<file path="config.mk">
export PLATFORM = sky130hd
export DESIGN_NAME = multilevel_irq_controller
export DESIGN_NICKNAME = d
export VERILOG_FILES = /design/src/pkg/irq_ctrl_pkg.sv /design/src/design/multilevel_irq_controller.sv
export SDC_FILE = /design/constraint.sdc
export NUM_CORES = 1
export LEC_CHECK = 0
export ABC_AREA = 0
export BUFFER_PORTS_ARGS = -buffer_cell sky130_fd_sc_hd__buf_4
export CAP_MARGIN = 20
export CORE_UTILIZATION = 49
export DETAILED_ROUTE_END_ITERATION = 10
export PLACE_DENSITY_LB_ADDON = 0.12
export SYNTH_ARGS = -nofsm -noshare
export SYNTH_HDL_FRONTEND = slang
export SYNTH_SLANG_ARGS = --single-unit
</file>
<file path="constraint.sdc">
create_clock -name clk_i -period 4.4 [get_ports clk_i]
set_input_delay 0 -clock clk_i [delete_from_list [all_inputs] [get_ports clk_i]]
set_output_delay 0 -clock clk_i [all_outputs]
set_load 0.005 [all_outputs]
</file>
<file path="src/pkg/irq_ctrl_pkg.sv">
// Purpose: Shared constants and carrier types for the multilevel
//          interrupt controller.
// Assumes: Register bus is APB with 32-bit data, one word per register.
// Notes:   Register offsets are word indices; byte address is 4x index.
package irq_ctrl_pkg;

  // Bus and vector widths
  localparam int APB_AW = 12; // APB address width
  localparam int VEC_W  = 8;  // Vector number width
  localparam int ADDR_W = 16; // Program word address

  // Register indices (byte address = 4 * index)
  localparam logic [1:0] STATUS_IDX = 2'h0; // Executing flags
  localparam logic [1:0] LASTV_IDX  = 2'h1; // Last low vector
  localparam logic [1:0] CTRL_IDX   = 2'h2; // Level enables

  // Field positions, status register
  localparam int NMI_EX_BIT = 7; // NMI executing
  localparam int HI_EX_BIT  = 2; // High executing
  localparam int MED_EX_BIT = 1; // Medium executing
  localparam int LO_EX_BIT  = 0; // Low executing

  // Field positions, control register
  localparam int RR_EN_BIT  = 7; // Round-robin enable
  localparam int VSEL_BIT   = 6; // Vector table select
  localparam int HI_EN_BIT  = 2; // High level enable
  localparam int MED_EN_BIT = 1; // Medium level enable
  localparam int LO_EN_BIT  = 0; // Low level enable

  // Values after reset
  localparam logic [7:0] STATUS_RST = 8'h00; // Nothing executing
  localparam logic [7:0] LASTV_RST  = 8'h00; // Static order
  localparam logic [7:0] CTRL_RST   = 8'h00; // All levels off

  // Writable control bits (reserved 5:3 kept zero)
  localparam logic [7:0] CTRL_WMASK = 8'h87; // Without vector select

  // Vector placement
  localparam logic [ADDR_W-1:0] RESET_APP_ADDR = 16'h0000; // App reset
  localparam logic [ADDR_W-1:0] VEC_TABLE_OFS  = 16'h0002; // Table offset
  localparam int VEC_STRIDE_SHIFT = 1; // Two words per vector

  // Per-source level code
  typedef enum logic [1:0] {
    LVL_OFF = 2'b00, // Source disabled
    LVL_LO  = 2'b01, // Low level
    LVL_MED = 2'b10, // Medium level
    LVL_HI  = 2'b11  // High level
  } level_t;

  // Acknowledge bundle handed to the core
  typedef struct packed {
    logic               is_nmi; // Non-maskable ack
    level_t             level;  // Level when maskable
    logic [VEC_W-1:0]   vector; // Vector number
    logic [ADDR_W-1:0]  addr;   // Vector word address
  } ack_t;

endpackage

</file>
<file path="src/design/multilevel_irq_controller.sv">
// Purpose: Multilevel interrupt controller: level/vector arbitration,
//          optional low-level round-robin, executing-level tracking,
//          vector table placement, APB register slave.
// Assumes: Requests, core handshakes and the fuse are on clk_i.
// Notes:   Zero-wait APB slave; registered ack to the core.
// Contract
// (RL1) Two-bit level: off, low, medium, high
// (RL2) Higher level preempts lower; lower resumes after
// (RL3) Pick by level first, then priority
// (RL4) Only low level may use round-robin
// (RL5) Static: lowest vector wins within level
// (RL6) Last low vector gets lowest priority next
// (RL7) Fuse picks reset address; select picks table
// (RL8) Status bit 7 marks NMI handler running
// (RL9) Status bit 2 marks high handler active
// (RL10) Status bit 1 marks medium handler active
// (RL11) Status bit 0 marks low handler active
// (RL12) Last-vector register captures acked low vectors
// (RL13) Last vector kept when round-robin off
// (RL14) Control bit 7 enables low round-robin
// (RL15) Control bit 6 writable only when unlocked
// (RL16) Control bits 2:0 enable high/medium/low
// (RL17) Disabling a level takes effect one cycle later
// (RL18) Software writes zeros to reserved bits
// (RL19) Maskable needs global interrupt enable too
// (RL20) NMI never preempted; lowest NMI vector first
// (RL21) One ack at a time; flags update with it
`timescale 1ns/10ps
module multilevel_irq_controller
  import irq_ctrl_pkg::*;
#(
  parameter int                NUM_SRC   = 16,     // Maskable sources
  parameter int                NUM_NMI   = 1,      // Non-maskable sources
  parameter logic [ADDR_W-1:0] BOOT_ADDR = 16'h4000 // Boot section start
)(
  input  wire logic                      clk_i,           // Clock, 50 MHz
  input  wire logic                      reset_n_i,       // Sync reset, low
  input  wire logic                      psel_i,          // APB select
  input  wire logic                      penable_i,       // APB enable
  input  wire logic                      pwrite_i,        // APB write
  input  wire logic [APB_AW-1:0]         paddr_i,         // APB address
  input  wire logic [31:0]               pwdata_i,        // APB write data
  output logic      [31:0]               prdata_o,        // APB read data
  output logic                           pready_o,        // APB ready
  output logic                           pslverr_o,       // APB error
  input  wire logic [NUM_SRC-1:0]        irq_req_i,       // Maskable reqs
  input  wire logic [NUM_SRC-1:0][1:0]   irq_level_i,     // Level codes
  input  wire logic [NUM_NMI-1:0]        nmi_req_i,       // NMI requests
  input  wire logic                      global_ie_i,     // Core I bit
  input  wire logic                      core_ready_i,    // Core can take
  input  wire logic                      irq_ret_i,       // Return pulse
  input  wire logic                      ccp_unlock_i,    // Protect unlock
  input  wire logic                      boot_reset_fuse_i, // Reset fuse
  output logic                           ack_valid_o,     // Ack pulse
  output ack_t                           ack_o,           // Ack bundle
  output logic      [ADDR_W-1:0]         reset_addr_o     // Reset address
);

  // Vectors 0..NUM_NMI-1 are NMIs, maskable sources follow them
  initial
  begin
    if (NUM_SRC < 1 || NUM_NMI < 1 || NUM_SRC + NUM_NMI > 256)
      $error("Vector count must fit the 8-bit vector number");
  end

  logic [7:0]          status_ff;      // Executing-level flags
  logic [7:0]          lastv_ff;       // Last acked low vector
  logic [7:0]          ctrl_ff;        // Control register
  logic [2:0]          en_dly_ff;      // Level enables, one cycle late
  logic                ack_valid_ff;   // Registered ack strobe
  ack_t                ack_ff;         // Registered ack bundle
  logic [ADDR_W-1:0]   reset_addr_ff;  // Registered reset address

  logic [NUM_SRC-1:0]  hi_mask;        // Eligible high requests
  logic [NUM_SRC-1:0]  med_mask;       // Eligible medium requests
  logic [NUM_SRC-1:0]  lo_mask;        // Eligible low requests
  logic [NUM_SRC-1:0]  rr_mask;        // Low requests after last vector
  logic                win_valid;      // Some request may be acked
  ack_t                win;            // Winner of this cycle
  logic                take;           // Ack issued this cycle
  logic [1:0]          reg_idx;        // Decoded register index
  logic                reg_hit;        // Address maps to a register
  logic                wr_en;          // Write completes this edge
  logic [VEC_W-1:0]    lo_vec_base;    // Vector of source 0

  // Lowest set index of a source mask
  function automatic logic [VEC_W-1:0] first_src(
    input logic [NUM_SRC-1:0] m
  );
    logic [VEC_W-1:0] r;
    r = '0;
    for (int i = NUM_SRC - 1; i >= 0; i--)
    begin
      if (m[i])
        r = VEC_W'(i);
    end
    return r;
  endfunction

  // Lowest set index of the NMI mask
  function automatic logic [VEC_W-1:0] first_nmi(
    input logic [NUM_NMI-1:0] m
  );
    logic [VEC_W-1:0] r;
    r = '0;
    for (int i = NUM_NMI - 1; i >= 0; i--)
    begin
      if (m[i])
        r = VEC_W'(i);
    end
    return r;
  endfunction

  // Word address of a vector in the selected table
  function automatic logic [ADDR_W-1:0] vec_addr(
    input logic [VEC_W-1:0] v,
    input logic             sel
  );
    logic [ADDR_W-1:0] base;
    base = sel ? ADDR_W'(BOOT_ADDR + VEC_TABLE_OFS)
               : VEC_TABLE_OFS; // [RL7]
    return ADDR_W'(base + (ADDR_W'(v) << VEC_STRIDE_SHIFT));
  endfunction

  assign lo_vec_base = VEC_W'(NUM_NMI);

  // Sort requests by level code; a level counts only while its delayed
  // enable and the global enable are set
  genvar g;
  generate
    for (g = 0; g < NUM_SRC; g++)
    begin : g_src
      always_comb
      begin
        hi_mask[g]  = irq_req_i[g] && irq_level_i[g] == LVL_HI // [RL1]
                      && en_dly_ff[HI_EN_BIT] && global_ie_i; // [RL16] [RL19]
        med_mask[g] = irq_req_i[g] && irq_level_i[g] == LVL_MED // [RL1]
                      && en_dly_ff[MED_EN_BIT] && global_ie_i; // [RL16] [RL19]
        lo_mask[g]  = irq_req_i[g] && irq_level_i[g] == LVL_LO // [RL1]
                      && en_dly_ff[LO_EN_BIT] && global_ie_i; // [RL16] [RL19]
        // Vectors above the last acked low one come first
        rr_mask[g]  = lo_mask[g]
                      && (VEC_W'(g) + lo_vec_base) > lastv_ff; // [RL6]
      end
    end
  endgenerate

  // Arbiter: NMI, then high, medium, low, each only above the running
  // level; within a level the lowest vector wins, except at low level with round-robin on
  always_comb
  begin
    win_valid  = 1'b0;
    win.is_nmi = 1'b0;
    win.level  = LVL_OFF;
    win.vector = '0;
    if (|nmi_req_i && !status_ff[NMI_EX_BIT]) // [RL20]
    begin
      win_valid  = 1'b1;
      win.is_nmi = 1'b1;
      win.vector = first_nmi(nmi_req_i); // [RL20]
    end
    else if (status_ff[NMI_EX_BIT])
    begin
      // Nothing interrupts a running NMI handler
      win_valid  = 1'b0; // [RL20]
    end
    else if (|hi_mask && !status_ff[HI_EX_BIT]) // [RL2] [RL3]
    begin
      win_valid  = 1'b1;
      win.level  = LVL_HI;
      win.vector = first_src(hi_mask) + lo_vec_base; // [RL4] [RL5]
    end
    else if (|med_mask && !status_ff[HI_EX_BIT]
             && !status_ff[MED_EX_BIT]) // [RL2] [RL3]
    begin
      win_valid  = 1'b1;
      win.level  = LVL_MED;
      win.vector = first_src(med_mask) + lo_vec_base; // [RL4] [RL5]
    end
    else if (|lo_mask && status_ff[2:0] == 3'b000) // [RL2] [RL3]
    begin
      win_valid  = 1'b1;
      win.level  = LVL_LO;
      // Round-robin wraps to the lowest vector when none lies above
      if (ctrl_ff[RR_EN_BIT] && |rr_mask) // [RL14] [RL6]
        win.vector = first_src(rr_mask) + lo_vec_base;
      else
        win.vector = first_src(lo_mask) + lo_vec_base; // [RL5]
    end
    win.addr = vec_addr(win.vector, ctrl_ff[VSEL_BIT]); // [RL7]
  end

  // A return and a new ack never share a cycle; the return goes first
  // so the flags never see a set and a clear at once
  assign take = win_valid && core_ready_i && !irq_ret_i; // [RL21]

  // Executing-level flags: set with the ack, the highest one cleared by
  // the return that ends its handler
  always_ff @(posedge clk_i)
  begin
    if (!reset_n_i)
      status_ff <= STATUS_RST;
    else if (irq_ret_i)
    begin
      if (status_ff[NMI_EX_BIT])
        status_ff[NMI_EX_BIT] <= 1'b0; // [RL8]
      else if (status_ff[HI_EX_BIT])
        status_ff[HI_EX_BIT] <= 1'b0; // [RL9]
      else if (status_ff[MED_EX_BIT])
        status_ff[MED_EX_BIT] <= 1'b0; // [RL10]
      else
        status_ff[LO_EX_BIT] <= 1'b0; // [RL11]
    end
    else if (take)
    begin
      // Lower flags stay set while their handler is suspended
      if (win.is_nmi)
        status_ff[NMI_EX_BIT] <= 1'b1; // [RL8]
      else if (win.level == LVL_HI)
        status_ff[HI_EX_BIT] <= 1'b1; // [RL9]
      else if (win.level == LVL_MED)
        status_ff[MED_EX_BIT] <= 1'b1; // [RL10]
      else
        status_ff[LO_EX_BIT] <= 1'b1; // [RL11]
    end
  end

  // Ack strobe and bundle to the core, one per cycle at most
  always_ff @(posedge clk_i)
  begin
    if (!reset_n_i)
    begin
      ack_valid_ff <= 1'b0;
      ack_ff       <= '0;
    end
    else
    begin
      ack_valid_ff <= take;                                    // [RL21]
      if (take)
        ack_ff <= win;
    end
  end

  // APB decode: word aligned, three registers, rest answers an error
  assign reg_idx = paddr_i[3:2];
  assign reg_hit = paddr_i[1:0] == 2'b00
                   && paddr_i[APB_AW-1:4] == '0
                   && reg_idx <= CTRL_IDX;
  assign wr_en   = psel_i && penable_i && pwrite_i && reg_hit;

  // Last low vector: hardware capture wins over a software write that
  // lands in the same cycle, so an ack is never forgotten
  always_ff @(posedge clk_i)
  begin
    if (!reset_n_i)
      lastv_ff <= LASTV_RST;
    else if (take && !win.is_nmi && win.level == LVL_LO
             && ctrl_ff[RR_EN_BIT])
      lastv_ff <= win.vector; // [RL12]
    else if (wr_en && reg_idx == LASTV_IDX)
      lastv_ff <= pwdata_i[7:0]; // [RL12]
    // Otherwise held, even with round-robin off [RL13]
  end

  // Control register; vector select changes only while unlocked
  always_ff @(posedge clk_i)
  begin
    if (!reset_n_i)
      ctrl_ff <= CTRL_RST;
    else if (wr_en && reg_idx == CTRL_IDX)
    begin
      ctrl_ff <= pwdata_i[7:0] & CTRL_WMASK; // [RL14] [RL16]
      if (ccp_unlock_i)
        ctrl_ff[VSEL_BIT] <= pwdata_i[VSEL_BIT]; // [RL15]
      else
        ctrl_ff[VSEL_BIT] <= ctrl_ff[VSEL_BIT]; // [RL15]
    end
  end

  // Enables reach the arbiter one cycle late, so a request already on
  // its way when software disables a level is still accepted
  always_ff @(posedge clk_i)
  begin
    if (!reset_n_i)
      en_dly_ff <= 3'b000;
    else
      en_dly_ff <= ctrl_ff[HI_EN_BIT:LO_EN_BIT];               // [RL17]
  end

  // Reset address follows the fuse; registered to keep outputs clean
  always_ff @(posedge clk_i)
  begin
    if (!reset_n_i)
      reset_addr_ff <= RESET_APP_ADDR;
    else
      reset_addr_ff <= boot_reset_fuse_i ? RESET_APP_ADDR
                                         : BOOT_ADDR;          // [RL7]
  end

  // Read mux; reserved bits read as zero
  always_comb
  begin
    prdata_o = 32'h0000_0000;
    if (reg_hit)
    begin
      case (reg_idx)
        STATUS_IDX: prdata_o = {24'h00_0000, status_ff};
        LASTV_IDX:  prdata_o = {24'h00_0000, lastv_ff};
        CTRL_IDX:   prdata_o = {24'h00_0000, ctrl_ff};
        default:    prdata_o = 32'h0000_0000;
      endcase
    end
  end

  // Zero-wait slave; errors only on unmapped addresses
  assign pready_o     = 1'b1;
  assign pslverr_o    = psel_i && penable_i && !reg_hit;
  assign ack_valid_o  = ack_valid_ff;
  assign ack_o        = ack_ff;
  assign reset_addr_o = reset_addr_ff;
endmodule

</file>
Word-level counts from Yosys, hierarchy flattened --
Cells that the tools add are included. W data, S select, Z words.
Storage, ports and cells: output and inout port bits 78, input port bits 103, flip-flop bits (word level) 64, logic and storage cells 411
Cells by class: mux-type cells 112, reductions and logical operators 203, add/sub/neg operators 5, bitwise operators 1, equality and inequality tests 59, magnitude comparators 17
Operators by type and width (count):
- $mux W8 | 83
- $logic_and A1 B1 Y1 | 179
- $eq A2 B2 Y1 const B | 35
- $gt A4 B8 Y1 const A | 8
- $reduce_or A16 Y1 | 4
- $eq A2 B1 Y1 const B | 18
- $add A8 B1 Y8 const B | 4
- $gt A3 B8 Y1 const A | 4
- $mux W10 | 3
- $mux W15 | 2
- $pmux W8 S3 | 1
- $mux W4 | 5
- $add A15 B9 Y16 | 1
- $gt A2 B8 Y1 const A | 2
- $mux W3 | 4
- $ne A2 B2 Y1 const B | 6
- $mux W1 | 10
- $mux W9 | 1
- $gt A1 B8 Y1 const A | 1
- $gt A5 B8 Y1 const A | 1
- $logic_not A8 Y1 | 1
- $reduce_bool A2 Y1 | 4
- $reduce_and A7 Y1 | 1
- $logic_not A1 Y1 | 6
- other kinds (9) | 13

Logic depth before layout (Yosys ltp) --
Gate-level depths: netlist of run 1.
depth after elaboration 40, gate-level depth with buffers 17, mapped depth without buffers 14

Worst setup path before layout of run 1 --
Ideal clock, no wire load.
kind reg2reg, start register lastv_ff[4], end register ack_ff (netlist bit ack_o[5]), clock period less this slack 3.677 ns, arrival time 3.606 ns, slack 0.723 ns, required time 4.329 ns, cell stages (with the launch flop) 15, buffers on the path 0, library setup time 0.071 ns, path through dfxtp_1 or4_4 or4_4 o21ba_4 or4_4 o21ai_4 mux2i_2 nor2_1 ha_1 a221oi_1 nor3_1 ha_1 inv_1 or4_1 a21oi_1
RTL lines:
- start, declared | RTL line multilevel_irq_controller.sv:67 | logic [7:0] lastv_ff;
- start signal, assigned | RTL line multilevel_irq_controller.sv:259 | lastv_ff <= win.vector;
- start signal, assigned | RTL line multilevel_irq_controller.sv:261 | lastv_ff <= pwdata_i[7:0];
- end signal, assigned | RTL line multilevel_irq_controller.sv:240 | ack_ff <= win;
- end, declared | RTL line multilevel_irq_controller.sv:71 | ack_t ack_ff;

==> results.sh, run 1 <==
export IMPL_status="complete, no violations"
export IMPL_timing_fmax_mhz=255
export IMPL_worstHoldStart="core_ready_i"
export IMPL_start_kind="flop"
export IMPL_tightest_slew_ns=0.778
export IMPL_dieArea_um2=8850
export IMPL_vdd_drop_max_uv=260
export IMPL_antenna_found_initial=0
export IMPL_ys_seq_area_share_pct=17.8
export IMPL_htreeDepth=2
export IMPL_synthToLayoutAreaGrowth_pct=18.5
export IMPL_hold_end="status_ff[7]$_SDFFE_PP0P_"
export IMPL_io_buffers=104
export IMPL_final_core_util_pct=60.0
export IMPL_io_pins=181
export IMPL_setup_viol=0
export IMPL_use_met3_pct=2.51
export IMPL_fin_crit_sh_pct=89.3
export IMPL_num_rows=33
export IMPL_r2r_end="ack_o[5]$_SDFFE_PN0P_"
export IMPL_final_common_cell="buf_4"
export IMPL_grt_use_total_pct=26.4
export IMPL_wl_per_cell_um=15.6
export IMPL_synth_simple_area_share_pct=35.0
export IMPL_most_common_layout_cells="107 x buf_4, 77 x nor2_1, 58 x a21oi_1, 52 x conb_1, 33 x dfxtp_1"
export IMPL_ys_types=90
export IMPL_drc=0
export IMPL_cp_arrival_ns=4.13
export IMPL_holdPathStages=3
export IMPL_synthCells=571
export IMPL_reg2reg_slack_ns=0.47
export IMPL_drv_slew=0
export IMPL_tns_ns=0
export IMPL_synth_top_family_by_area="simple AND/OR/NAND/NOR gates"
export IMPL_place_gp_congestion=0.888
export IMPL_grt_pass1_vias=4019
export IMPL_busiest_layer="met2"
export IMPL_syn_area_per_cell_um2=7.28
export IMPL_use_met1_pct=34.1
export IMPL_ys_async_sr_fraction_pct=0
export IMPL_clk_pin_slew_ns=0.08
export IMPL_synth_warnings=0
export IMPL_hold_viol=0
export IMPL_grt_pass1_wl_mm=18.8
export IMPL_hp_class="input port to flop"
export IMPL_grt_use_met2_pct=45.7
export IMPL_fp_dieH_um=94.1
export IMPL_synth_edf_count=0
export IMPL_critPathKind="flop to flop"
export IMPL_clk_latency_ns=0.29
export IMPL_leakage_nw=1.97
export IMPL_dp_slack_ns=0.339
export IMPL_path_max_fanout=19
export IMPL_die_x_um=94.1
export IMPL_totalWireLength_mm=12.0
export IMPL_crit_path_end_kind="flop"
export IMPL_clock_sinks=37
export IMPL_p_per_area_nw_per_um2=148
export IMPL_vias_per_cell=5.73
export IMPL_nets=772
export IMPL_grt_overflow=0
export IMPL_antenna_left=0
export IMPL_worstPathRequired_ns=4.60
export IMPL_muxShareOfSynthArea_pct=5.27
export IMPL_cts_made_buffers=5
export IMPL_relSlewSlack_pct=47.9
export IMPL_finClkSkew_ns=0.00478
export IMPL_synth_compound_area_share_pct=26.2
export IMPL_final_min_clock_period_ns=3.93
export IMPL_clk_root_buffer_cell="clkbuf_8"
export IMPL_vias=4415
export IMPL_dp_hpwl_mm=9.48
export IMPL_rsz0062_at_grt="no"
export IMPL_synth_area_um2=4160
export IMPL_synthAdderAreaFrac_pct=1.20
export IMPL_ys_seq_elements=37
export IMPL_reg2reg_depth=14
export IMPL_core_area_um2=8220
export IMPL_grt_max_degree=33
export IMPL_initial_utilization_pct=50.6
export IMPL_clk_path_buf_depth=2
export IMPL_synth_xor_area_share_pct=1.05
export IMPL_fin_ws_ns=0.473
export IMPL_firstDrtPassIters=4
export IMPL_cts_tree="done"
export IMPL_drv_cap=0
export IMPL_r2r_start="lastv_ff[1]$_SDFFE_PN0P_"
export IMPL_diodes=0
export IMPL_yosys_most_used_dff="dfxtp_1"
export IMPL_drive_gt1_share_pct=23.3
export IMPL_drt_iter0_markers=225
[timing repair]
item | CTS | global route
buffers inserted | 0 | 0
resized for setup | 0 | 4
endpoints found under the hold margin | 10 | 0
hold buffers | 8 | 0
setup endpoints to repair | 0 | 1
[kinds of logic (layout without fill, tap and decap cells)]
family | Yosys count | count (layout)
mux | 21 | 21
other cells | 2 | 52
flops | 37 | 37
fa+ha+maj | 4 | 4
xor+xnor | 5 | 5
buf+inv | 85 | 130
compound gates | 155 | 155
simple gates | 262 | 262
[critical path: stages (launching register included)]
cell and delay [ns]:
dfxtp_2 0.56, nand4_1 0.16, and3_1 0.20, o21ai_0 0.28, nand4_1 0.31, o21ai_4 0.29
mux2i_2 0.35, nor2_1 0.09, ha_1 0.31, a221oi_1 0.08, nor3_1 0.27, ha_1 0.24
inv_1 0.04, or4_1 0.51, a21oi_1 0.13
[per-layer routing]
layer  up-vias  wire length (um)  share of wire [%]
met2       179              5640                 47
li1       2195                 -                  -
met4         0               282                2.3
met3        20               751                6.2
met5         -                 0                  0
met1      2021              5370                 45
[state kept, by name, summed over array words and instances, names as in the netlist]
| signal | cells |
|---|---|
| reset_addr_o | 1 |
| ack_o | 15 |
| status_ff | 4 |
| ack_valid_o | 1 |
| en_dly_ff | 3 |
| ctrl_ff | 5 |
| lastv_ff | 8 |
[report_power, final]
part           switching [W]  internal [W]  total [W]
combinational      0.0000749     0.0000730   0.000148
sequential        0.00000202      0.000337   0.000339
clock               0.000131      0.000112   0.000243
[area by class of cell]
type                            instances  area (um2)
Clock inverter                          3        21.3
Clock buffer                            5        68.8
Tap cell                              105         131
Fill cell                             802        3290
Inverter                                7        26.3
Sequential cell                        37         746
Timing Repair Buffer                  115         883
Multi-Input combinational cell        499        3050
[worst max-delay path by stage]
stage                             startpoint               endpoint  cells past startpoint
floorplan           lastv_ff[4]$_SDFFE_PN0P_  ack_o[5]$_SDFFE_PN0P_                     14
global placement    lastv_ff[1]$_SDFFE_PN0P_  ack_o[5]$_SDFFE_PN0P_                     14
detailed placement  lastv_ff[1]$_SDFFE_PN0P_  ack_o[5]$_SDFFE_PN0P_                     14
CTS                 lastv_ff[1]$_SDFFE_PN0P_  ack_o[5]$_SDFFE_PN0P_                     14
global route        lastv_ff[1]$_SDFFE_PN0P_  ack_o[5]$_SDFFE_PN0P_                     14
finish              lastv_ff[1]$_SDFFE_PN0P_  ack_o[5]$_SDFFE_PN0P_                     14
[cells in the mapped netlist (4+ instances only)]
master,number,area share [%]
nand2_1,31,2.8
inv_1,6,0.54
and2_1,8,1.2
a21o_1,8,1.4
o22ai_1,6,0.90
dfxtp_1,37,18
mux2i_1,19,4.6
or2_2,7,1.1
nor2_1,77,7.0
ha_1,4,1.2
nor4_1,8,1.2
and3_1,5,0.75
clkbuf_1,12,1.1
or4_1,4,0.72
nand3b_1,31,5.6
a21oi_1,58,7.0
buf_4,53,9.6
a31oi_1,6,0.90
o211ai_1,5,0.90
nor3b_1,9,1.6
nor2b_1,4,0.60
xnor2_1,4,0.84
nor3_1,20,2.4
nand3_1,20,2.4
o31ai_1,5,0.90
nand4_1,6,0.90
o21a_1,8,1.4
nand2b_1,4,0.60
a211oi_1,13,2.3
buf_2,8,0.96
o21ai_0,9,1.1
[through the flow]
step	cells	hold WS (ns)	area, um2	power [W]
after floorplan	621	0.0724	4340	0.000436
after global placement	755	0.156	4750	0.000485
after detailed placement	755	0.163	4750	0.000487
after CTS	771	0.00927	4920	0.000731
after global routing	771	0.0253	4930	0.000764
final	771	0.0112	4930	0.000731
(Power assumes the default switching activity.)
==> run 2, diff against run 1 <==
Settings changed: CORE_UTILIZATION 49 to 53, PLACE_DENSITY set to 0.85, PLACE_DENSITY_LB_ADDON 0.12 to unset.
Clock period 4.4 ns to 5 ns, I/O delays scaled along.
==> run 2 against run 1 <==
- sequential power shrank 12%
- global-route usage increased by 1.7 points
- clock skew grew 0.0024 ns
- first-iteration DRC count rose by 22%
- non-clock buffer count is 2 lower
- fmax is 10% lower
- flip-flop and latch count stayed put
- clock-buffer cell count increased by 2
- wire length grew 1.1%
- combinational power fell by 11%
- sequential share of layout area down 0.052 points
- via count up 3.5%
==> results.sh, run 2 (synthesized netlist as in run 1, its figures left out) <==
export IMPL_dieArea_um2=8200
export IMPL_p_int_w=0.000486
export IMPL_drt_iter0_markers=274
export IMPL_cts_tree="done"
export IMPL_holdPathStages=3
export IMPL_path_max_fanout=19
export IMPL_final_common_cell="buf_4"
export IMPL_tightest_slew_ns=0.910
export IMPL_cp_arrival_ns=4.57
export IMPL_p_per_area_nw_per_um2=134
export IMPL_reg2reg_depth=14
export IMPL_io_buffers=104
export IMPL_antenna_left=0
export IMPL_place_gp_congestion=0.924
export IMPL_initial_utilization_pct=56.1
export IMPL_hold_viol=0
export IMPL_largest_reg_flops=15
export IMPL_core_area_um2=7410
export IMPL_post_cts_setup_buffers=0
export IMPL_vdd_drop_max_uv=283
export IMPL_drc=0
export IMPL_relSlewSlack_pct=38.9
export IMPL_antenna_found_initial=0
export IMPL_post_cts_resized=0
export IMPL_fin_crit_sh_pct=87.4
export IMPL_rsz0062_at_grt="no"
export IMPL_status="complete, no violations"
export IMPL_fp_dieH_um=90.5
export IMPL_switchingPower_w=0.000170
export IMPL_num_rows=31
export IMPL_nFillCells=645
export IMPL_drive_gt1_share_pct=22.4
export IMPL_timing_fmax_mhz=229
export IMPL_htreeDepth=2
export IMPL_clk_latency_ns=0.29
export IMPL_grt_pass1_wl_mm=19.2
export IMPL_io_pins=181
export IMPL_cts_made_buffers=5
export IMPL_diodes=0
export IMPL_combPwrFrac_pct=20.0
export IMPL_grt_max_degree=33
export IMPL_synthToLayoutAreaGrowth_pct=18.2
export IMPL_grt_overflow=0
export IMPL_firstDrtPassIters=6
export IMPL_critPathKind="flop to flop"
export IMPL_drv_slew=0
export IMPL_clk_pin_slew_ns=0.07
export IMPL_start_kind="flop"
export IMPL_final_core_util_pct=66.3
export IMPL_pwr_share_seq_pct=45.6
export IMPL_setup_viol=0
export IMPL_tns_ns=0
export IMPL_nets=770
export IMPL_totalWireLength_mm=12.2
export IMPL_drv_cap=0
export IMPL_grt_use_total_pct=28.1
export IMPL_dp_hpwl_mm=9.57
export IMPL_vias_per_cell=5.99
export IMPL_clock_sinks=37
export IMPL_grt_pass1_vias=4081
export IMPL_crit_path_end_kind="flop"
export IMPL_clock_power_share_pct=34.5
export IMPL_hp_class="input port to flop"
export IMPL_clk_path_buf_depth=2
export IMPL_vias=4568
export IMPL_finClkSkew_ns=0.00717
export IMPL_most_common_layout_cells="105 x buf_4, 77 x nor2_1, 58 x a21oi_1, 52 x conb_1, 37 x dfxtp_1"
export IMPL_leakage_nw=1.97
export IMPL_die_x_um=90.5
export IMPL_clk_root_buffer_cell="clkbuf_8"
export IMPL_final_min_clock_period_ns=4.37
export IMPL_worstPathRequired_ns=5.20
export IMPL_swShare_pct=25.9
export IMPL_wl_per_cell_um=15.9
==> run 2: cell types whose count changed in the layout (fill, tap and decap cells not counted) <==
cell	change
dfxtp_1	+4
dfxtp_2	-4
buf_4	-2
clkbuf_8	+2
clkinvlp_4	-1
inv_6	-1
==> run 2: timing repair <==
item / in CTS / in global routing
endpoints found under the setup margin: 0 / 0
endpoints found under the hold margin: 10 / 0
hold buffers: 8 / 0
==> run 2: per-stage QoR <==
step	total power, W	hold WS (ns)	std cells	cell area [um2]	setup slack [ns]
floorplan	0.000384	0.0724	621	4340	1.32
global placement	0.000426	0.157	747	4730	0.832
detailed placement	0.000429	0.164	747	4730	0.742
CTS	0.000654	0.00979	763	4910	0.721
global route	0.000679	0.0157	763	4910	0.306
finish	0.000656	0.0212	763	4910	0.630
==> run 2: layout make-up <==
class / count / area, um2 / area share, %
Clock inverter: 1 / 5.00 / 0.102
Clock buffer: 7 / 96.3 / 1.96
Timing Repair Buffer: 113 / 868 / 17.7
Tap cell: 99 / 124 / 2.52
Inverter: 7 / 26.3 / 0.535
Multi-Input combinational cell: 499 / 3050 / 62.1
Sequential cell: 37 / 741 / 15.1
==> run 2: worst paths after layout <==
path	from	to	slack (ns)
setup / recovery	lastv_ff[1]$_SDFFE_PN0P_	ack_o[5]$_SDFFE_PN0P_	0.63
hold / removal	nmi_req_i	ack_o[26]$_SDFFE_PN0P_	0.02
setup reg to reg	lastv_ff[1]$_SDFFE_PN0P_	ack_o[5]$_SDFFE_PN0P_	0.63
hold reg to reg	ack_o[26]$_SDFFE_PN0P_	ack_o[26]$_SDFFE_PN0P_	0.47
==> run 2: worst max-delay path, cell delays in order (launching register included) <==
cell	delay, ns
dfxtp_1	0.73
nand4_1	0.22
and3_1	0.23
o21ai_0	0.30
nand4_1	0.31
o21ai_4	0.29
mux2i_2	0.35
nor2_1	0.09
ha_1	0.28
a221oi_1	0.07
nor3_1	0.44
ha_1	0.28
inv_1	0.04
or4_1	0.51
a21oi_1	0.14
==> run 2: routing by layer <==
metal	part of all wire [%]	GRT usage (%)
met1	41	34.8
met2	49	49.7
met3	8.1	4.55
met4	2.4	7.93
met5	0	0
==> run 2: power groups by stage <==
stage / Clock [W] / Sequential (W) / Combinational, W
after global placement: 0 / 0.000305 / 0.000121
final: 0.000226 / 0.000299 / 0.000131
after CTS: 0.000227 / 0.000299 / 0.000129
after floorplan: 0 / 0.000305 / 0.0000787
after global routing: 0.000239 / 0.000299 / 0.000142
after detailed placement: 0 / 0.000305 / 0.000123
==> run 3, diff against run 2 <==
Settings changed: ABC_AREA 0 to 1, SETUP_SLACK_MARGIN set to 0.3.
==> run 3 against run 2 <==
- die area is 1.9% lower
- worst setup slack better by 0.82 ns
- fmax rose by 23%
- utilization increased by 0.12 points
- sequential share of layout area increased by 0.13 points
- power up 3.6%
- largest power group unchanged
==> results.sh, run 3 <==
export IMPL_final_core_util_pct=66.4
export IMPL_drc=0
export IMPL_drv_cap=0
export IMPL_synth_warnings=0
export IMPL_setup_viol=0
export IMPL_holdWs_ns=0.0122
export IMPL_diodes=0
export IMPL_nets=921
export IMPL_clk_path_buf_depth=2
export IMPL_totalWireLength_mm=11.1
export IMPL_clk_pin_slew_ns=0.07
export IMPL_dp_hpwl_mm=8.86
export IMPL_clk_latency_ns=0.29
export IMPL_drive_gt1_share_pct=19.5
export IMPL_yosys_top_cells_area="dfxtp_1 18%, nand2_1 17%, nor2_1 9.8%"
export IMPL_ys_seq_elements=37
export IMPL_reg2reg_depth=21
export IMPL_grt_use_total_pct=27.2
export IMPL_ys_types=49
export IMPL_rsz0062_at_grt="no"
export IMPL_critPathKind="flop to flop"
export IMPL_fin_crit_sh_pct=71.0
export IMPL_most_common_layout_cells="186 x nand2_1, 106 x nor2_1, 104 x buf_4, 95 x inv_1, 66 x nand3_1"
export IMPL_critPathMostFrequentCell="nand2_1"
export IMPL_core_area_um2=7330
export IMPL_antenna_left=0
export IMPL_antenna_found_initial=0
export IMPL_post_cts_resized=0
export IMPL_cts_tree="done"
export IMPL_initial_utilization_pct=55.6
export IMPL_clock_sinks=37
export IMPL_num_rows=31
export IMPL_clk_root_buffer_cell="clkbuf_8"
export IMPL_slowest_stage="dfxtp_1"
export IMPL_p_per_area_nw_per_um2=140
export IMPL_cts_made_buffers=5
export IMPL_syn_area_per_cell_um2=5.73
export IMPL_drt_iter0_markers=251
export IMPL_htreeDepth=2
export IMPL_status="complete, no violations"
export IMPL_grt_overflow=0
export IMPL_firstDrtPassIters=5
export IMPL_timing_fmax_mhz=282
export IMPL_final_min_clock_period_ns=3.55
export IMPL_crit_path_end_kind="flop"
export IMPL_power_w=0.000680
export IMPL_ys_seq_area_share_pct=18.2
export IMPL_fp_dieH_um=89.7
export IMPL_vias=4675
export IMPL_ys_top_cells_by_count="186 x nand2_1, 106 x nor2_1, 95 x inv_1"
export IMPL_cp_arrival_ns=3.74
export IMPL_r2r_end="ack_o[5]$_SDFFE_PN0P_"
export IMPL_synth_top_area_cell="dfxtp_1"
export IMPL_leakage_nw=2.55
export IMPL_grt_pass1_vias=4350
export IMPL_drv_slew=0
export IMPL_finClkSkew_ns=0.00451
export IMPL_tightest_slew_ns=0.702
export IMPL_vias_per_cell=5.12
export IMPL_path_max_fanout=9
export IMPL_largest_reg_flops=15
export IMPL_relSlewSlack_pct=53.0
export IMPL_dieArea_um2=8050
export IMPL_tns_ns=0
export IMPL_grt_max_degree=22
export IMPL_final_common_cell="nand2_1"
export IMPL_place_inst=899
export IMPL_synth_area_um2=4080
export IMPL_synthCells=711
export IMPL_r2r_start="en_dly_ff[0]$_SDFF_PN0_"
export IMPL_worstPathRequired_ns=5.19
export IMPL_grt_pass1_wl_mm=18.5
export IMPL_crit_path_start="en_dly_ff[0]$_SDFF_PN0_"
export IMPL_vdd_drop_max_uv=272
export IMPL_yosys_most_used_dff="dfxtp_1"
export IMPL_final_cells=913
export IMPL_netlist_area_leader_share_pct=18.2
export IMPL_synth_edf_count=0
export IMPL_worst_path_largest_cell_delay_ns=0.55
export IMPL_nFillCells=690
export IMPL_io_pins=181
export IMPL_start_kind="flop"
export IMPL_synthToLayoutAreaGrowth_pct=19.4
export IMPL_hold_viol=0
export IMPL_place_gp_congestion=0.882
export IMPL_reg2reg_slack_ns=1.45
export IMPL_hp_class="input port to flop"
export IMPL_cp_endpoint="ack_o[5]$_SDFFE_PN0P_"
export IMPL_ys_async_sr_fraction_pct=0
export IMPL_die_x_um=89.7
export IMPL_wl_per_cell_um=12.2
export IMPL_io_buffers=104
export IMPL_crit_chain="inv_2 -> nor4_1 -> nand2_1 -> nand2_1 -> nor2_1 -> nand3_2 -> nand2_2 -> nand2_2 -> inv_2 -> a31oi_1 -> nand2_1 -> nand2_2 -> ha_1 -> nand2_1 -> a31oi_1 -> o21ai_0 -> inv_1 -> ha_1 -> nand3_1 -> nor2_1 -> o21a_1"
export IMPL_synth_most_common_cell="nand2_1"
-- run 3: cell types whose count changed in the layout (fill, tap and decap cells not counted), moves of 9 or more --
| cell | delta |
|---|---|
| nand2_1 | +155 |
| nor2_1 | +29 |
| a211oi_1 | -10 |
| inv_1 | +89 |
| a21oi_1 | -35 |
| o21ai_0 | +12 |
| nor3b_1 | -9 |
| nand3_1 | +46 |
| nor3_1 | -11 |
| mux2i_1 | -19 |
| nand3b_1 | -30 |
| nand2_2 | +11 |
-- run 3: worst min path at each step --
stage | startpoint | to | slack [ns] | cells past startpoint
after floorplan | boot_reset_fuse_i | reset_addr_o[14]$_SDFF_PN0_ | 0.07 | 1
after global placement | boot_reset_fuse_i | reset_addr_o[14]$_SDFF_PN0_ | 0.16 | 2
after detailed placement | boot_reset_fuse_i | reset_addr_o[14]$_SDFF_PN0_ | 0.16 | 2
after CTS | pwdata_i[6] | ctrl_ff[6]$_SDFFE_PN0P_ | 0.003 | 3
after global routing | nmi_req_i | status_ff[0]$_SDFFE_PN0P_ | 0.04 | 4
final | pwdata_i[6] | ctrl_ff[6]$_SDFFE_PN0P_ | 0.01 | 3
-- run 3: metal layers --
| layer | global-route usage, % | wire length (um) | vias to the layer above |
|---|---|---|---|
| met2 | 51.2 | 5480 | 197 |
| met4 | 8.61 | 228 | 0 |
| li1 | - | - | 2374 |
| met5 | 0 | 0 | - |
| met1 | 30.8 | 4730 | 2080 |
| met3 | 4.57 | 671 | 24 |
-- run 3: layout make-up --
| cell class | instances | area, um2 | share of cell area, % |
|---|---|---|---|
| timing repair buffer | 111 | 851 | 17.5 |
| tap | 99 | 124 | 2.54 |
| clock inverter | 2 | 35.0 | 0.720 |
| clock buffer | 5 | 68.8 | 1.41 |
| multi-input combinational | 555 | 2660 | 54.6 |
| sequential | 37 | 741 | 15.2 |
| inverter | 104 | 390 | 8.02 |
-- run 3: stage by stage --
step | area (um2) | setup WS, ns
after floorplan | 4260 | 2.23
after global placement | 4690 | 1.58
after detailed placement | 4690 | 1.49
after CTS | 4870 | 1.48
after global routing | 4870 | 1.03
final | 4870 | 1.45
-- run 3: worst max-delay path: cells and delay by family (launching register included) --
family	cells	cell delay (ns)
and+or+nand+nor	12	1.50
adders and majority gates	2	0.45
AOI/OAI and AO/OA	4	0.60
buffers and inverters	3	0.36
DFF	1	0.55
-- run 3: cell families after synthesis --
group	Yosys count	synth area share [%]
compound gates	86	13.1
flops	37	18.2
buf+inv	169	21.2
other cells	2	0.184
simple gates	413	46.0
fa+ha+maj	4	1.23
-- run 3: report_power, final --
| group | switching [W] | total, W | leakage [nW] | internal, W |
|---|---|---|---|---|
| combinational | 0.0000660 | 0.000127 | 2.20 | 0.0000612 |
| sequential | 0.00000263 | 0.000302 | 0.299 | 0.000299 |
| clock | 0.000106 | 0.000251 | 0.0540 | 0.000145 |
| total | 0.000174 | 0.000680 | 2.55 | 0.000505 |
-- run 3: what timing repair did --
item,4_1_cts,5_1_grt
endpoints found under the hold margin,7,0
hold buffers,7,0
buffers inserted,0,0
